===== src/include/cms_pkg.sv =====
// Purpose: shared constants for the cache RAM self-test port and its controller
// Assumes: single clock, 64-bit test buses, 256-bit data RAM row
// Notes: cache size is coded 0..4 for 128KB..2MB
package cms_pkg;
  localparam int ADDR_W = 18;
  localparam int DIN_W = 64;
  localparam int ROW_W = 256;
  localparam int LANE_W = 32;
  localparam int CE_W = 11;
  localparam int DCTL_W = 13;
  localparam int INDEX_W = 16;
  localparam int DWORDS = ROW_W / DIN_W;
  localparam int CE_DATA_BIT = 0;
  localparam int DCTL_DATA_BIT = 2;
  localparam int DCTL_OTHER_LO = 3;
  localparam int DCTL_OTHER_HI = 12;
  localparam int DSEL_LO = 0;
  localparam int DSEL_HI = 1;
  localparam int HI_ADDR_LO = 15;
  localparam int LO_ADDR_LO = 2;
  localparam logic [2:0] SIZE_128K = 3'h0;
  localparam logic [2:0] SIZE_2M = 3'h4;
  localparam logic [3:0] SLOWEST_LATENCY = 4'h7;
  localparam logic [3:0] TEST_LATENCY = 4'h0;
  localparam logic [LANE_W-1:0] LANE_DW0 = 32'h0000000F;
  localparam int READ_STAGES = 2;
endpackage


===== src/include/cms_if.sv =====
// Purpose: self-test port wires between the cache and the test controller
// Assumes: one clock, all signals synchronous
// Notes: no clocking block; the bench joins the two ends here
`timescale 1ns/1ns
interface cms_if;
  logic selftest_mode_select;
  logic [cms_pkg::ADDR_W-1:0] selftest_address_bus;
  logic [cms_pkg::DIN_W-1:0] selftest_write_bus;
  logic [cms_pkg::DIN_W-1:0] selftest_read_bus;
  logic [cms_pkg::CE_W-1:0] selftest_ram_enables;
  logic selftest_write_en;
  logic [cms_pkg::DCTL_W-1:0] selftest_read_select;
  modport device (
    input selftest_mode_select,
    input selftest_address_bus,
    input selftest_write_bus,
    input selftest_ram_enables,
    input selftest_write_en,
    input selftest_read_select,
    output selftest_read_bus
  );
  modport tester (
    output selftest_mode_select,
    output selftest_address_bus,
    output selftest_write_bus,
    output selftest_ram_enables,
    output selftest_write_en,
    output selftest_read_select,
    input selftest_read_bus
  );
endinterface


===== src/core/cms_cache_port.sv =====
// Purpose: cache-side self-test port steering the data RAM during test mode
// Assumes: clk_sys 10 MHz, reset_n asynchronous active low, inputs synchronous
// Notes: the data RAM itself sits outside; its read word returns unregistered
`timescale 1ns/1ns
module cms_cache_port #(
  parameter logic [2:0] CACHE_SIZE = cms_pkg::SIZE_128K
) (
  input wire logic clk_sys,
  input wire logic reset_n,
  cms_if.device tp,
  input wire logic func_ram_enable,
  input wire logic func_ram_write,
  input wire logic [cms_pkg::INDEX_W-1:0] func_ram_index,
  input wire logic [cms_pkg::ROW_W-1:0] func_ram_write_word,
  input wire logic [cms_pkg::LANE_W-1:0] func_ram_lane_enables,
  input wire logic latency_cfg_write,
  input wire logic [3:0] latency_cfg_value,
  input wire logic [cms_pkg::ROW_W-1:0] data_ram_read_word,
  output logic data_ram_chip_enable,
  output logic data_ram_write_enable,
  output logic [cms_pkg::INDEX_W-1:0] data_ram_index,
  output logic [cms_pkg::ROW_W-1:0] data_ram_write_word,
  output logic [cms_pkg::LANE_W-1:0] data_ram_lane_enables,
  output logic [3:0] ram_latency,
  output logic test_active
);
  logic mode_r;
  logic [cms_pkg::ADDR_W-1:0] addr_r;
  logic [cms_pkg::DIN_W-1:0] din_r;
  logic ce_r;
  logic we_r;
  logic [cms_pkg::DCTL_W-1:0] dctl_r;
  logic [3:0] lat_cfg_r;
  logic [cms_pkg::ROW_W-1:0] second_line_read_buffer;
  logic [1:0] dsel_r;
  logic [cms_pkg::DIN_W-1:0] dout_r;
  logic [cms_pkg::INDEX_W-1:0] t_index;
  logic [cms_pkg::LANE_W-1:0] t_lanes;
  logic capture;

  always_ff @(posedge clk_sys or negedge reset_n) begin
    if (!reset_n) begin
      mode_r <= 1'b0;
      addr_r <= '0;
      din_r <= '0;
      ce_r <= 1'b0;
      we_r <= 1'b0;
      dctl_r <= '0;
    end else begin
      mode_r <= tp.selftest_mode_select;
      addr_r <= tp.selftest_address_bus;
      din_r <= tp.selftest_write_bus;
      ce_r <= tp.selftest_ram_enables[cms_pkg::CE_DATA_BIT];
      we_r <= tp.selftest_write_en;
      dctl_r <= tp.selftest_read_select;
    end
  end

  always_ff @(posedge clk_sys or negedge reset_n) begin
    if (!reset_n) begin
      lat_cfg_r <= cms_pkg::SLOWEST_LATENCY;
    end else if (latency_cfg_write) begin
      lat_cfg_r <= latency_cfg_value;
    end
  end

  always_comb begin
    t_index = '0;
    case (CACHE_SIZE)
      3'h0: t_index = {4'h0, addr_r[17:15], addr_r[10:2]};
      3'h1: t_index = {3'h0, addr_r[17:15], addr_r[11:2]};
      3'h2: t_index = {2'h0, addr_r[17:15], addr_r[12:2]};
      3'h3: t_index = {1'h0, addr_r[17:15], addr_r[13:2]};
      default: t_index = addr_r[17:2];
    endcase
  end

  assign t_lanes = cms_pkg::LANE_DW0 << {addr_r[cms_pkg::DSEL_HI:cms_pkg::DSEL_LO], 2'h0};

  always_ff @(posedge clk_sys or negedge reset_n) begin
    if (!reset_n) begin
      data_ram_chip_enable <= 1'b0;
      data_ram_write_enable <= 1'b0;
      data_ram_index <= '0;
      data_ram_write_word <= '0;
      data_ram_lane_enables <= '0;
    end else if (mode_r) begin
      data_ram_chip_enable <= ce_r;
      data_ram_write_enable <= ce_r & we_r;
      data_ram_index <= t_index;
      // 64-bit word replicated on all lanes
      data_ram_write_word <= {cms_pkg::DWORDS{din_r}};
      data_ram_lane_enables <= t_lanes;
    end else begin
      data_ram_chip_enable <= func_ram_enable;
      data_ram_write_enable <= func_ram_write;
      data_ram_index <= func_ram_index;
      data_ram_write_word <= func_ram_write_word;
      data_ram_lane_enables <= func_ram_lane_enables;
    end
  end

  assign ram_latency = mode_r ? cms_pkg::TEST_LATENCY : lat_cfg_r;
  assign test_active = mode_r;

  assign capture = mode_r & dctl_r[cms_pkg::DCTL_DATA_BIT]
    & ~|dctl_r[cms_pkg::DCTL_OTHER_HI:cms_pkg::DCTL_OTHER_LO];

  always_ff @(posedge clk_sys or negedge reset_n) begin
    if (!reset_n) begin
      second_line_read_buffer <= '0;
      dsel_r <= 2'h0;
    end else if (capture) begin
      second_line_read_buffer <= data_ram_read_word;
      dsel_r <= dctl_r[1:0];
    end
  end

  always_ff @(posedge clk_sys or negedge reset_n) begin
    if (!reset_n) begin
      dout_r <= '0;
    end else begin
      dout_r <= second_line_read_buffer[dsel_r*cms_pkg::DIN_W +: cms_pkg::DIN_W];
    end
  end

  assign tp.selftest_read_bus = dout_r;
endmodule // cms_cache_port


===== src/flat_wrapper.sv =====
// flat-port wrapper written by rule: the top's interface ports become plain ports
module cms_cache_port_flat 
#(
  parameter logic [2:0] CACHE_SIZE = cms_pkg::SIZE_128K
)
  (clk_sys, reset_n, func_ram_enable, func_ram_write, func_ram_index, func_ram_write_word, func_ram_lane_enables, latency_cfg_write, latency_cfg_value, data_ram_read_word, data_ram_chip_enable, data_ram_write_enable, data_ram_index, data_ram_write_word, data_ram_lane_enables, ram_latency, test_active, tp_selftest_mode_select, tp_selftest_address_bus, tp_selftest_write_bus, tp_selftest_ram_enables, tp_selftest_write_en, tp_selftest_read_select, tp_selftest_read_bus);
  cms_if tp_i ();
  input wire logic clk_sys;
  input wire logic reset_n;
  input wire logic func_ram_enable;
  input wire logic func_ram_write;
  input wire logic [cms_pkg::INDEX_W-1:0] func_ram_index;
  input wire logic [cms_pkg::ROW_W-1:0] func_ram_write_word;
  input wire logic [cms_pkg::LANE_W-1:0] func_ram_lane_enables;
  input wire logic latency_cfg_write;
  input wire logic [3:0] latency_cfg_value;
  input wire logic [cms_pkg::ROW_W-1:0] data_ram_read_word;
  output logic data_ram_chip_enable;
  output logic data_ram_write_enable;
  output logic [cms_pkg::INDEX_W-1:0] data_ram_index;
  output logic [cms_pkg::ROW_W-1:0] data_ram_write_word;
  output logic [cms_pkg::LANE_W-1:0] data_ram_lane_enables;
  output logic [3:0] ram_latency;
  output logic test_active;
  input wire logic [$bits(tp_i.selftest_mode_select)-1:0] tp_selftest_mode_select;
  input wire logic [$bits(tp_i.selftest_address_bus)-1:0] tp_selftest_address_bus;
  input wire logic [$bits(tp_i.selftest_write_bus)-1:0] tp_selftest_write_bus;
  input wire logic [$bits(tp_i.selftest_ram_enables)-1:0] tp_selftest_ram_enables;
  input wire logic [$bits(tp_i.selftest_write_en)-1:0] tp_selftest_write_en;
  input wire logic [$bits(tp_i.selftest_read_select)-1:0] tp_selftest_read_select;
  output wire logic [$bits(tp_i.selftest_read_bus)-1:0] tp_selftest_read_bus;
  assign tp_i.selftest_mode_select = tp_selftest_mode_select;
  assign tp_i.selftest_address_bus = tp_selftest_address_bus;
  assign tp_i.selftest_write_bus = tp_selftest_write_bus;
  assign tp_i.selftest_ram_enables = tp_selftest_ram_enables;
  assign tp_i.selftest_write_en = tp_selftest_write_en;
  assign tp_i.selftest_read_select = tp_selftest_read_select;
  assign tp_selftest_read_bus = tp_i.selftest_read_bus;
  cms_cache_port #(.CACHE_SIZE(CACHE_SIZE)) u_core (.clk_sys(clk_sys), .reset_n(reset_n), .tp(tp_i), .func_ram_enable(func_ram_enable), .func_ram_write(func_ram_write), .func_ram_index(func_ram_index), .func_ram_write_word(func_ram_write_word), .func_ram_lane_enables(func_ram_lane_enables), .latency_cfg_write(latency_cfg_write), .latency_cfg_value(latency_cfg_value), .data_ram_read_word(data_ram_read_word), .data_ram_chip_enable(data_ram_chip_enable), .data_ram_write_enable(data_ram_write_enable), .data_ram_index(data_ram_index), .data_ram_write_word(data_ram_write_word), .data_ram_lane_enables(data_ram_lane_enables), .ram_latency(ram_latency), .test_active(test_active));
endmodule

===== config.mk =====
export PLATFORM = sky130hd
export DESIGN_NAME = cms_cache_port_flat
export DESIGN_NICKNAME = d
export VERILOG_FILES = /design/src/include/cms_pkg.sv /design/src/include/cms_if.sv /design/src/core/cms_cache_port.sv /design/src/flat_wrapper.sv
export SDC_FILE = /design/constraint.sdc
export NUM_CORES = 1
export LEC_CHECK = 0
export ABC_CLOCK_PERIOD_IN_PS = 2200
export BUFFER_PORTS_ARGS = -buffer_cell sky130_fd_sc_hd__buf_4
export CAP_MARGIN = 5
export CORE_AREA = 2 2 413 415
export CTS_CLUSTER_SIZE = 14
export DETAILED_ROUTE_END_ITERATION = 10
export DIE_AREA = 0 0 415 417
export GPL_ROUTABILITY_DRIVEN = 0
export PLACE_DENSITY_LB_ADDON = 0.1
export SYNTH_ARGS = -nofsm -noshare
export SYNTH_HDL_FRONTEND = slang
export SYNTH_SLANG_ARGS = --single-unit

===== constraint.sdc =====
create_clock -name clk_sys -period 2.2 [get_ports clk_sys]
set_clock_uncertainty 0.05 [all_clocks]
set_input_delay 0.11 -clock clk_sys [delete_from_list [all_inputs] [get_ports clk_sys]]
set_output_delay 0.11 -clock clk_sys [all_outputs]
set_load 0.02 [all_outputs]

==> reports/results.ini, run 1 <==
[yosys]
synth_area_um2 = 26000
ys_warn_count = 0
syn_area_per_cell_um2 = 14.5
synth_top_area_share_pct = 69.6
syn-instance-count = 1792
synth_flop_cell = dfrtp_1
ys_seq_elements = 726
async_flop_share_pct = 100
syn_nets = 2469
ys_seq_area_share_pct = 69.9
synth_edf_count = 0
synth_area_leaders = dfrtp_1 70%, mux2_1 9.5%, mux4_2 5.5%
synth_cell_types = 19
yosys.area.top_type = dfrtp_1

[floorplanning]
die_h_um = 417
start_util_pct = 15.4
die_area_um2 = 173000
rows = 151
fp.dieW_um = 415
io_pins = 1052
core_um2 = 169000

[sta]
hold_viol = 0
final.setup.worst_slack_ns = 0.124
slew_violations = 0
grt_setup_unrepaired = true
setup_viol = 0
worst-slew-pin-transition_ns = 0.615
relSlewSlack_pct = 59.0
hold_ws_ns = 0.0728
clock.fmax_ghz = 0.482
period_share_pct = 94.4
period_needed_ns = 2.08
fin_tns_setup_ns = 0

[critical_path]
crit_slowest_cell = dfrtp_4
r2r_cells = 5
critPathMaxStageDelay_ns = 0.51
crit_fanout = 48
reg2reg_setup_slack_ns = 0.27
critPathKind = register to output port
crit_chain = buf_16 > buf_12 > nor2b_1 > buf_4
rr_startpoint = u_core.test_active$_DFF_PN0_
critical_path.top_delay_family = buffers and inverters
crit_buf_inv = 3
cp.arrival_ns = 1.92
r2r-end = u_core.second_line_read_buffer[117]$_DFFE_PN0P_
critical_path_required_ns = 2.04
worst_setup_path_start_kind = register
end_kind = output port

[final_layout]
area_growth_pct = 82.2
layout-drive-gt1-share_pct = 37.0
nFillCells = 17578
finalCoreUtilization_pct = 28.1
multi_input_area_um2 = 6380
layout_common_cells = 1071 x buf_4, 728 x dlygate4sd3_1, 720 x dfrtp_1, 273 x inv_1, 273 x o21ai_0
seqCellArea_um2 = 18200
num-nets-final = 4307
final_common_cell = buf_4

[power_and_ir_drop]
p_int_mw = 26.0
p_switching_mw = 9.17
power_mw = 35.1
p_seq_share_pct = 41.3
peakVddDrop_v = 0.000536
power.density_nw_per_um2 = 741
clkPwrFrac_pct = 44.5
p_comb_share_pct = 14.2
power_leakage_nw = 22.1
swShare_pct = 26.1

[routing]
vias = 21102
drt_iter0_drc = 584
drc = 0
via_per_inst = 3.55
first_pass_iters = 4
wl_per_cell_um = 20.3
routed_wl_um = 120000
ant_nets = 0

[global_routing]
grt_pass1_vias = 24944
antenna_found_initial = 33
grt.total_usage_pct = 13.7
grt_max_degree = 86
grt_pass1_wl_um = 173000
gr-total-overflow = 0

[place]
pre_cts_ws_ns = 0.235
dp.final_hpwl_um = 93300
port-buffer-count = 1037

[status]
status = finished clean

[clock_tree]
cts_tree = done
numCtsBuffers = 95
h-tree-depth = 3
clk-insertion-delay-late_ns = 0.69
root_buffer = clkbuf_16
clockBufferDepth = 3
clkSlewWorstSetupHoldPaths_ns = 0.05
cts_sinks = 726

[min_path]
hp-start = tp_selftest_read_select[12]
hold_class = primary input to register
whs_path_depth = 2
holdPathEnd = u_core.dctl_r[12]$_DFF_PN0_

[job]
cap_violations = 0

==> power groups by stage <==
stage,logic [mW],clock network [mW],registers [mW]
finish,5.00,15.6,14.5
global route,5.39,16.8,14.6
detailed placement,3.92,0,14.7
CTS,5.14,16.3,14.5
floorplan,0.673,0,15.3
global placement,3.89,0,14.7
==> state kept, by name, indices dropped and copies added, names as in the netlist, 13 cells and up <==
register and cells:
u_core.data_ram_write_word 256, u_core.second_line_read_buffer 256, u_core.din_r 64, u_core.tp.selftest_read_bus 64, u_core.data_ram_lane_enables 32, u_core.data_ram_index 16, u_core.addr_r 14, u_core.dctl_r 13
==> Yosys cell counts, types with 3 or more instances <==
cell        n
mux2_2     55
nand3_1     3
dfstp_2     3
mux4_2     64
inv_1     273
buf_2      21
nor2b_1    24
o21ai_0   273
mux2_1    220
dfrtp_1   723
clkbuf_1   37
buf_4      22
nand2_1    64
==> final cells by class <==
cell class | count | share of cell area [%]
timing repair buffer | 1825 | 33.4
inverter | 273 | 2.16
clock inverter | 30 | 0.816
clock buffer | 139 | 5.79
tap | 2218 | 5.86
antenna | 19 | 0.100
sequential | 726 | 38.4
multi-input combinational | 709 | 13.5
==> per-stage QoR <==
step	cells	area [um2]
finish	5939	47400
global route	5935	47400
CTS	5920	47300
detailed placement	5022	36900
global placement	5022	36900
floorplan	1792	26000
==> layer usage <==
metal | global-route usage [%] | routed length, um | vias up
met5 | 0 | 0 | -
met4 | 3.90 | 3150 | 0
met3 | 4.82 | 9090 | 186
met2 | 26.6 | 66900 | 703
met1 | 13.5 | 41100 | 10609
li1 | - | - | 9604
==> worst max-delay path by stage <==
stage	startpoint	to	slack, ns	depth (start not counted)
4_1_cts	u_core.test_active$_DFF_PN0_	test_active	-0.005	3
6_report	u_core.test_active$_DFF_PN0_	ram_latency[1]	0.12	4
5_1_grt	u_core.test_active$_DFF_PN0_	ram_latency[1]	-0.004	4
2_1_floorplan	u_core.test_active$_DFF_PN0_	u_core.data_ram_index[10]$_DFF_PN0_	0.49	5
3_5_place_dp	u_core.dctl_r[3]$_DFF_PN0_	u_core.second_line_read_buffer[50]$_DFFE_PN0P_	0.23	5
3_3_place_gp	u_core.dctl_r[3]$_DFF_PN0_	u_core.second_line_read_buffer[60]$_DFFE_PN0P_	0.20	5
==> kinds of logic after synthesis <==
group,after synthesis,share of synthesized area (%)
AOI/OAI and AO/OA,273,5.25
and+or+nand+nor,97,1.79
buffers and inverters,357,5.63
muxes,339,17.5
DFF,726,69.9
==> timing repair <==
action | 4_1_cts | 5_1_grt
endpoints found under the setup margin | 5 | 5
hold buffers | 729 | 0
buffers inserted | 0 | 0
gates resized for setup | 3 | 3
hold endpoints to repair | 1363 | 0
(Power assumes the default switching activity.)
==> run 2: changes to the inputs <==
PLACE_DENSITY = 0.43   (was unset)
PLACE_DENSITY_LB_ADDON = unset   (was 0.1)
SKIP_CTS_REPAIR_TIMING = 1   (was unset)
==> run 2 against run 1 <==
  * Utilization barely moved
  * Sequential power barely moved
  * Routed wire length fell by 9.4%
  * Die area did not move
  * Count of clock-buffer cells in the layout fell by 4
  * Design area fell by 0.13%
  * Global-route usage fell by 2.1 points
  * Power fell by 2.4%
  * Critical path type unchanged
  * Highest routed layer is now met5
==> reports/results.ini, run 2 (synthesis gave the netlist of run 1 again) <==
[sta]
worst-slew-pin-transition_ns = 0.776
hold_ws_ns = 0.0384
grt_setup_unrepaired = false
fin_tns_setup_ns = 0
clock.fmax_ghz = 0.487
period_share_pct = 93.4
period_needed_ns = 2.05
setup_viol = 0
slew_violations = 0
relSlewSlack_pct = 47.7
hold_viol = 0

[final_layout]
top_regs = u_core.data_ram_write_word x256, u_core.second_line_read_buffer x256
layout.cells.non_filler = 5927
area_growth_pct = 82.0
final_common_cell = buf_4
num-nets-final = 4312
layout_common_cells = 1078 x buf_4, 730 x dlygate4sd3_1, 720 x dfrtp_1, 273 x inv_1, 273 x o21ai_0
layout-drive-gt1-share_pct = 37.1

[routing]
ant_nets = 0
wl_per_cell_um = 18.4
vias = 21008
drt_iter0_drc = 1000
routed_wl_um = 109000
via_per_inst = 3.54
drc = 0
first_pass_iters = 5

[power_and_ir_drop]
power.density_nw_per_um2 = 724
power_leakage_nw = 22.1
peakVddDrop_v = 0.000505

[floorplanning]
fp.dieW_um = 415
io_pins = 1052
die_h_um = 417
start_util_pct = 15.4
rows = 151
core_um2 = 169000
die_area_um2 = 173000

[job]
cap_violations = 0

[clock_tree]
clkSlewWorstSetupHoldPaths_ns = 0.06
cts_sinks = 726
clockBufferDepth = 3
h-tree-depth = 3
root_buffer = clkbuf_16
cts_tree = done
clk-insertion-delay-late_ns = 0.70
numCtsBuffers = 88

[global_routing]
grt_max_degree = 77
antenna_found_initial = 21
grt_pass1_wl_um = 144000
grt_pass1_vias = 19550
grt.total_usage_pct = 11.6
gr-total-overflow = 0

[critical_path]
cp.arrival_ns = 1.89
cpMostUsedCell = buf_16
end_kind = output port
critPathKind = register to output port
crit_cells = 4
crit_slowest_cell = dfrtp_4
rr_startpoint = u_core.test_active$_DFF_PN0_
reg2reg_setup_slack_ns = 0.20
r2r-end = u_core.dsel_r[1]$_DFFE_PN0P_
critical_path.top_delay_family = buffers and inverters
r2r_cells = 5
critical_path_required_ns = 2.04
crit_fanout = 19
critPathMaxStageDelay_ns = 0.51
crit_chain = buf_16 > buf_16 > nor2b_1 > buf_4
crit_buf_inv = 3
worst_setup_path_start_kind = register

[min_path]
hp-start = tp_selftest_write_bus[37]
holdPathEnd = u_core.din_r[37]$_DFF_PN0_
whs_path_depth = 2
hold_class = primary input to register

[place]
dp_cells = 5026
port-buffer-count = 1037
dp.final_hpwl_um = 80100

[status]
status = finished clean

## run 2: worst max path at each step
stage | from | end | slack (ns)
floorplan | u_core.test_active$_DFF_PN0_ | u_core.data_ram_index[10]$_DFF_PN0_ | 0.49
global placement | u_core.test_active$_DFF_PN0_ | u_core.second_line_read_buffer[33]$_DFFE_PN0P_ | 0.24
detailed placement | u_core.test_active$_DFF_PN0_ | u_core.second_line_read_buffer[16]$_DFFE_PN0P_ | 0.21
CTS | u_core.test_active$_DFF_PN0_ | ram_latency[1] | -0.16
global route | u_core.test_active$_DFF_PN0_ | ram_latency[1] | 0.02
finish | u_core.test_active$_DFF_PN0_ | ram_latency[1] | 0.15
## run 2: cell type report
| cell class | instances | area [um2] |
|---|---|---|
| sequential | 726 | 18200 |
| clock inverter | 23 | 280 |
| antenna | 6 | 15.0 |
| inverter | 273 | 1020 |
| fill | 17439 | 121000 |
| tap | 2218 | 2780 |
| clock buffer | 135 | 2660 |
| timing repair buffer | 1837 | 16000 |
| multi-input combinational | 709 | 6380 |
## run 2: where the power goes
part	switching, mW	internal, mW
Sequential	0.339	14.2
Clock	6.01	8.80
Combinational	2.27	2.68
Total	8.62	25.7
## run 2: metal layers
| layer | routed length [um] | track usage [%] | vias to the layer above |
|---|---|---|---|
| met1 | 40800 | 12.4 | 10513 |
| li1 | - | - | 9604 |
| met3 | 6400 | 4.03 | 160 |
| met2 | 59200 | 20.9 | 725 |
| met4 | 2520 | 4.55 | 6 |
| met5 | 44 | 0 | - |
## run 2: per-stage QoR
stage	utilization [%]	total power [mW]	instance area (um2)	setup slack (ns)
floorplan	-	15.9	26000	0.491
global placement	21.9	18.6	36900	0.242
detailed placement	21.9	18.6	36900	0.211
CTS	23.7	33.8	39900	-0.157
global route	28.1	35.9	47300	0.0244
finish	28.1	34.3	47300	0.146
==> run 3: changes to the inputs <==
ABC_AREA = 1   (was unset)
CORE_AREA = 2 2 407 409   (was 2 2 413 415)
DIE_AREA = 0 0 409 411   (was 0 0 415 417)
PLACE_DENSITY = 0.45   (was 0.43)
==> run 3 against run 2 <==
  * Sequential share of layout area is 0.60 points lower
  * Routed wire length is 31% higher
  * Via count grew 25%
  * Power fell by 0.53%
  * Synthesized cell count grew 50%
  * Largest cell class unchanged
==> reports/results.ini, run 3 <==
[min_path]
hold_class = primary input to register

[yosys]
syn-instance-count = 2688
async_flop_share_pct = 100
synth_cell_types = 18
synth_flop_cell = dfrtp_1
synth_edf_count = 0
syn_nets = 3365
synth_area_um2 = 26900
yosys.area.top_type = dfrtp_1
synth_area_leaders = dfrtp_1 67%, nand2_1 8.2%, o21ai_0 7.5%
synth_top_area_share_pct = 67.4
ys_seq_area_share_pct = 67.7
ys_warn_count = 0
ys_seq_elements = 726
syn_area_per_cell_um2 = 9.99
synth_top_cells_by_count = 723 x dfrtp_1, 587 x nand2_1, 405 x o21ai_0, 300 x inv_1, 263 x nand3_1
synth_most_common_cell = dfrtp_1

[sta]
final.setup.worst_slack_ns = 0.0579
grt_setup_unrepaired = true
setup_viol = 0
slew_violations = 0
period_needed_ns = 2.14
hold_viol = 0
period_share_pct = 97.4
clock.fmax_ghz = 0.467
fin_tns_setup_ns = 0
relSlewSlack_pct = 51.1
worst-slew-pin-transition_ns = 0.726

[floorplanning]
start_util_pct = 16.4
fp.dieW_um = 409
die_h_um = 411
die_area_um2 = 168000
rows = 149
core_um2 = 164000
io_pins = 1052

[power_and_ir_drop]
p_seq_share_pct = 41.7
power_leakage_nw = 22.6
p_int_mw = 25.2
p_comb_share_pct = 14.7
swShare_pct = 26.0
power.density_nw_per_um2 = 709
p_switching_mw = 8.87
clkPwrFrac_pct = 43.6
peakVddDrop_v = 0.000522

[clock_tree]
clk-insertion-delay-late_ns = 0.70
numCtsBuffers = 88
cts_sinks = 726
cts_tree = done
root_buffer = clkbuf_16
h-tree-depth = 3
clkSlewWorstSetupHoldPaths_ns = 0.06
clockBufferDepth = 3

[final_layout]
layout.cells.non_filler = 6789
top_regs = u_core.data_ram_write_word x256, u_core.second_line_read_buffer x256
layout-drive-gt1-share_pct = 28.6
num-nets-final = 5157
area_growth_pct = 79.1
layout_common_cells = 1114 x buf_4, 721 x dlygate4sd3_1, 720 x dfrtp_1, 587 x nand2_1, 405 x o21ai_0
final_common_cell = buf_4
finalCoreUtilization_pct = 29.3
finalInstanceArea_um2 = 48100

[critical_path]
crit_slowest_cell = dfrtp_4
critPathKind = register to output port
critical_path_required_ns = 2.04
cpMostUsedCell = buf_12
cp.arrival_ns = 1.98
critPathMaxStageDelay_ns = 0.50
end_kind = output port
worst_setup_path_start_kind = register
crit_buf_inv = 3
crit_chain = buf_12 > buf_12 > nor2_2 > buf_6
crit_fanout = 36
critical_path.top_delay_family = buffers and inverters

[place]
port-buffer-count = 1037
pre_cts_ws_ns = 0.351
dp_cells = 5858
dp.final_hpwl_um = 112000
placement.cell_area_um2 = 37800

[routing]
routed_wl_um = 143000
wl_per_cell_um = 21.1
drt_iter0_drc = 1712
via_per_inst = 3.87
drc = 0
ant_nets = 0
vias = 26263
first_pass_iters = 5

[global_routing]
grt_pass1_wl_um = 188000
grt_max_degree = 92
gr-total-overflow = 0
grt_pass1_vias = 24147
antenna_found_initial = 82
grt.total_usage_pct = 16.0

[job]
cap_violations = 0

[status]
status = finished clean

## run 3: worst paths after layout
path                                                                  end  slack, ns                                      startpoint  cells past startpoint
setup / recovery                                           ram_latency[3]       0.06                    u_core.test_active$_DFF_PN0_                      4
hold / removal                                  u_core.din_r[6]$_DFF_PN0_       0.03                        tp_selftest_write_bus[6]                      2
setup reg to reg                u_core.data_ram_write_word[223]$_DFF_PN0_       0.31                    u_core.test_active$_DFF_PN0_                      5
hold reg to reg            u_core.second_line_read_buffer[78]$_DFFE_PN0P_       0.41  u_core.second_line_read_buffer[78]$_DFFE_PN0P_                      2
max in group asynchronous       u_core.data_ram_write_word[117]$_DFF_PN0_       1.24                                         reset_n                      3
min in group asynchronous  u_core.second_line_read_buffer[23]$_DFFE_PN0P_       0.11                                         reset_n                      3
## run 3: layout make-up
| cell class | count | area [um2] |
|---|---|---|
| Clock buffer | 133 | 2530 |
| Inverter | 302 | 1140 |
| Clock inverter | 25 | 374 |
| Multi-Input combinational cell | 1492 | 6730 |
| Tap cell | 2189 | 2740 |
| Fill cell | 17279 | 116000 |
| Antenna cell | 52 | 130 |
| Timing Repair Buffer | 1870 | 16300 |
| Sequential cell | 726 | 18200 |
## run 3: worst register-to-register path, cell delays in order (launching register included)
cell	delay, ns
dfrtp_4	0.44
buf_12	0.20
buf_16	0.30
buf_4	0.39
nand2_1	0.26
o21ai_0	0.15
## run 3: metal layers
layer / share of wire, % / track usage [%]
met1: 38 / 16.7
met2: 51 / 27.3
met3: 8.4 / 7.65
met4: 3.3 / 6.73
met5: 0.080 / 0
## run 3: through the flow
stage          hold slack [ns]  power (mW)
5_1_grt               -0.00241        35.5
3_5_place_dp            0.0127        18.3
4_1_cts                 -0.791        33.4
2_1_floorplan           -0.236        15.5
3_3_place_gp            0.0130        18.3
6_report                0.0328        34.1
## run 3: cell families after synthesis
group,after synthesis,synth area share [%]
simple gates,1010,15.4
compound gates,469,9.04
mux,13,0.545
flops,726,67.7
buf+inv,470,7.35
## run 3: power groups by stage
stage                     Combinational, mW  Clock (mW)  Sequential, mW
after global placement                 3.84           0            14.5
after detailed placement               3.86           0            14.5
after CTS                              3.86        15.3            14.2
final                                  5.02        14.9            14.2
after global routing                   5.34        15.9            14.3
after floorplan                       0.533           0            15.0
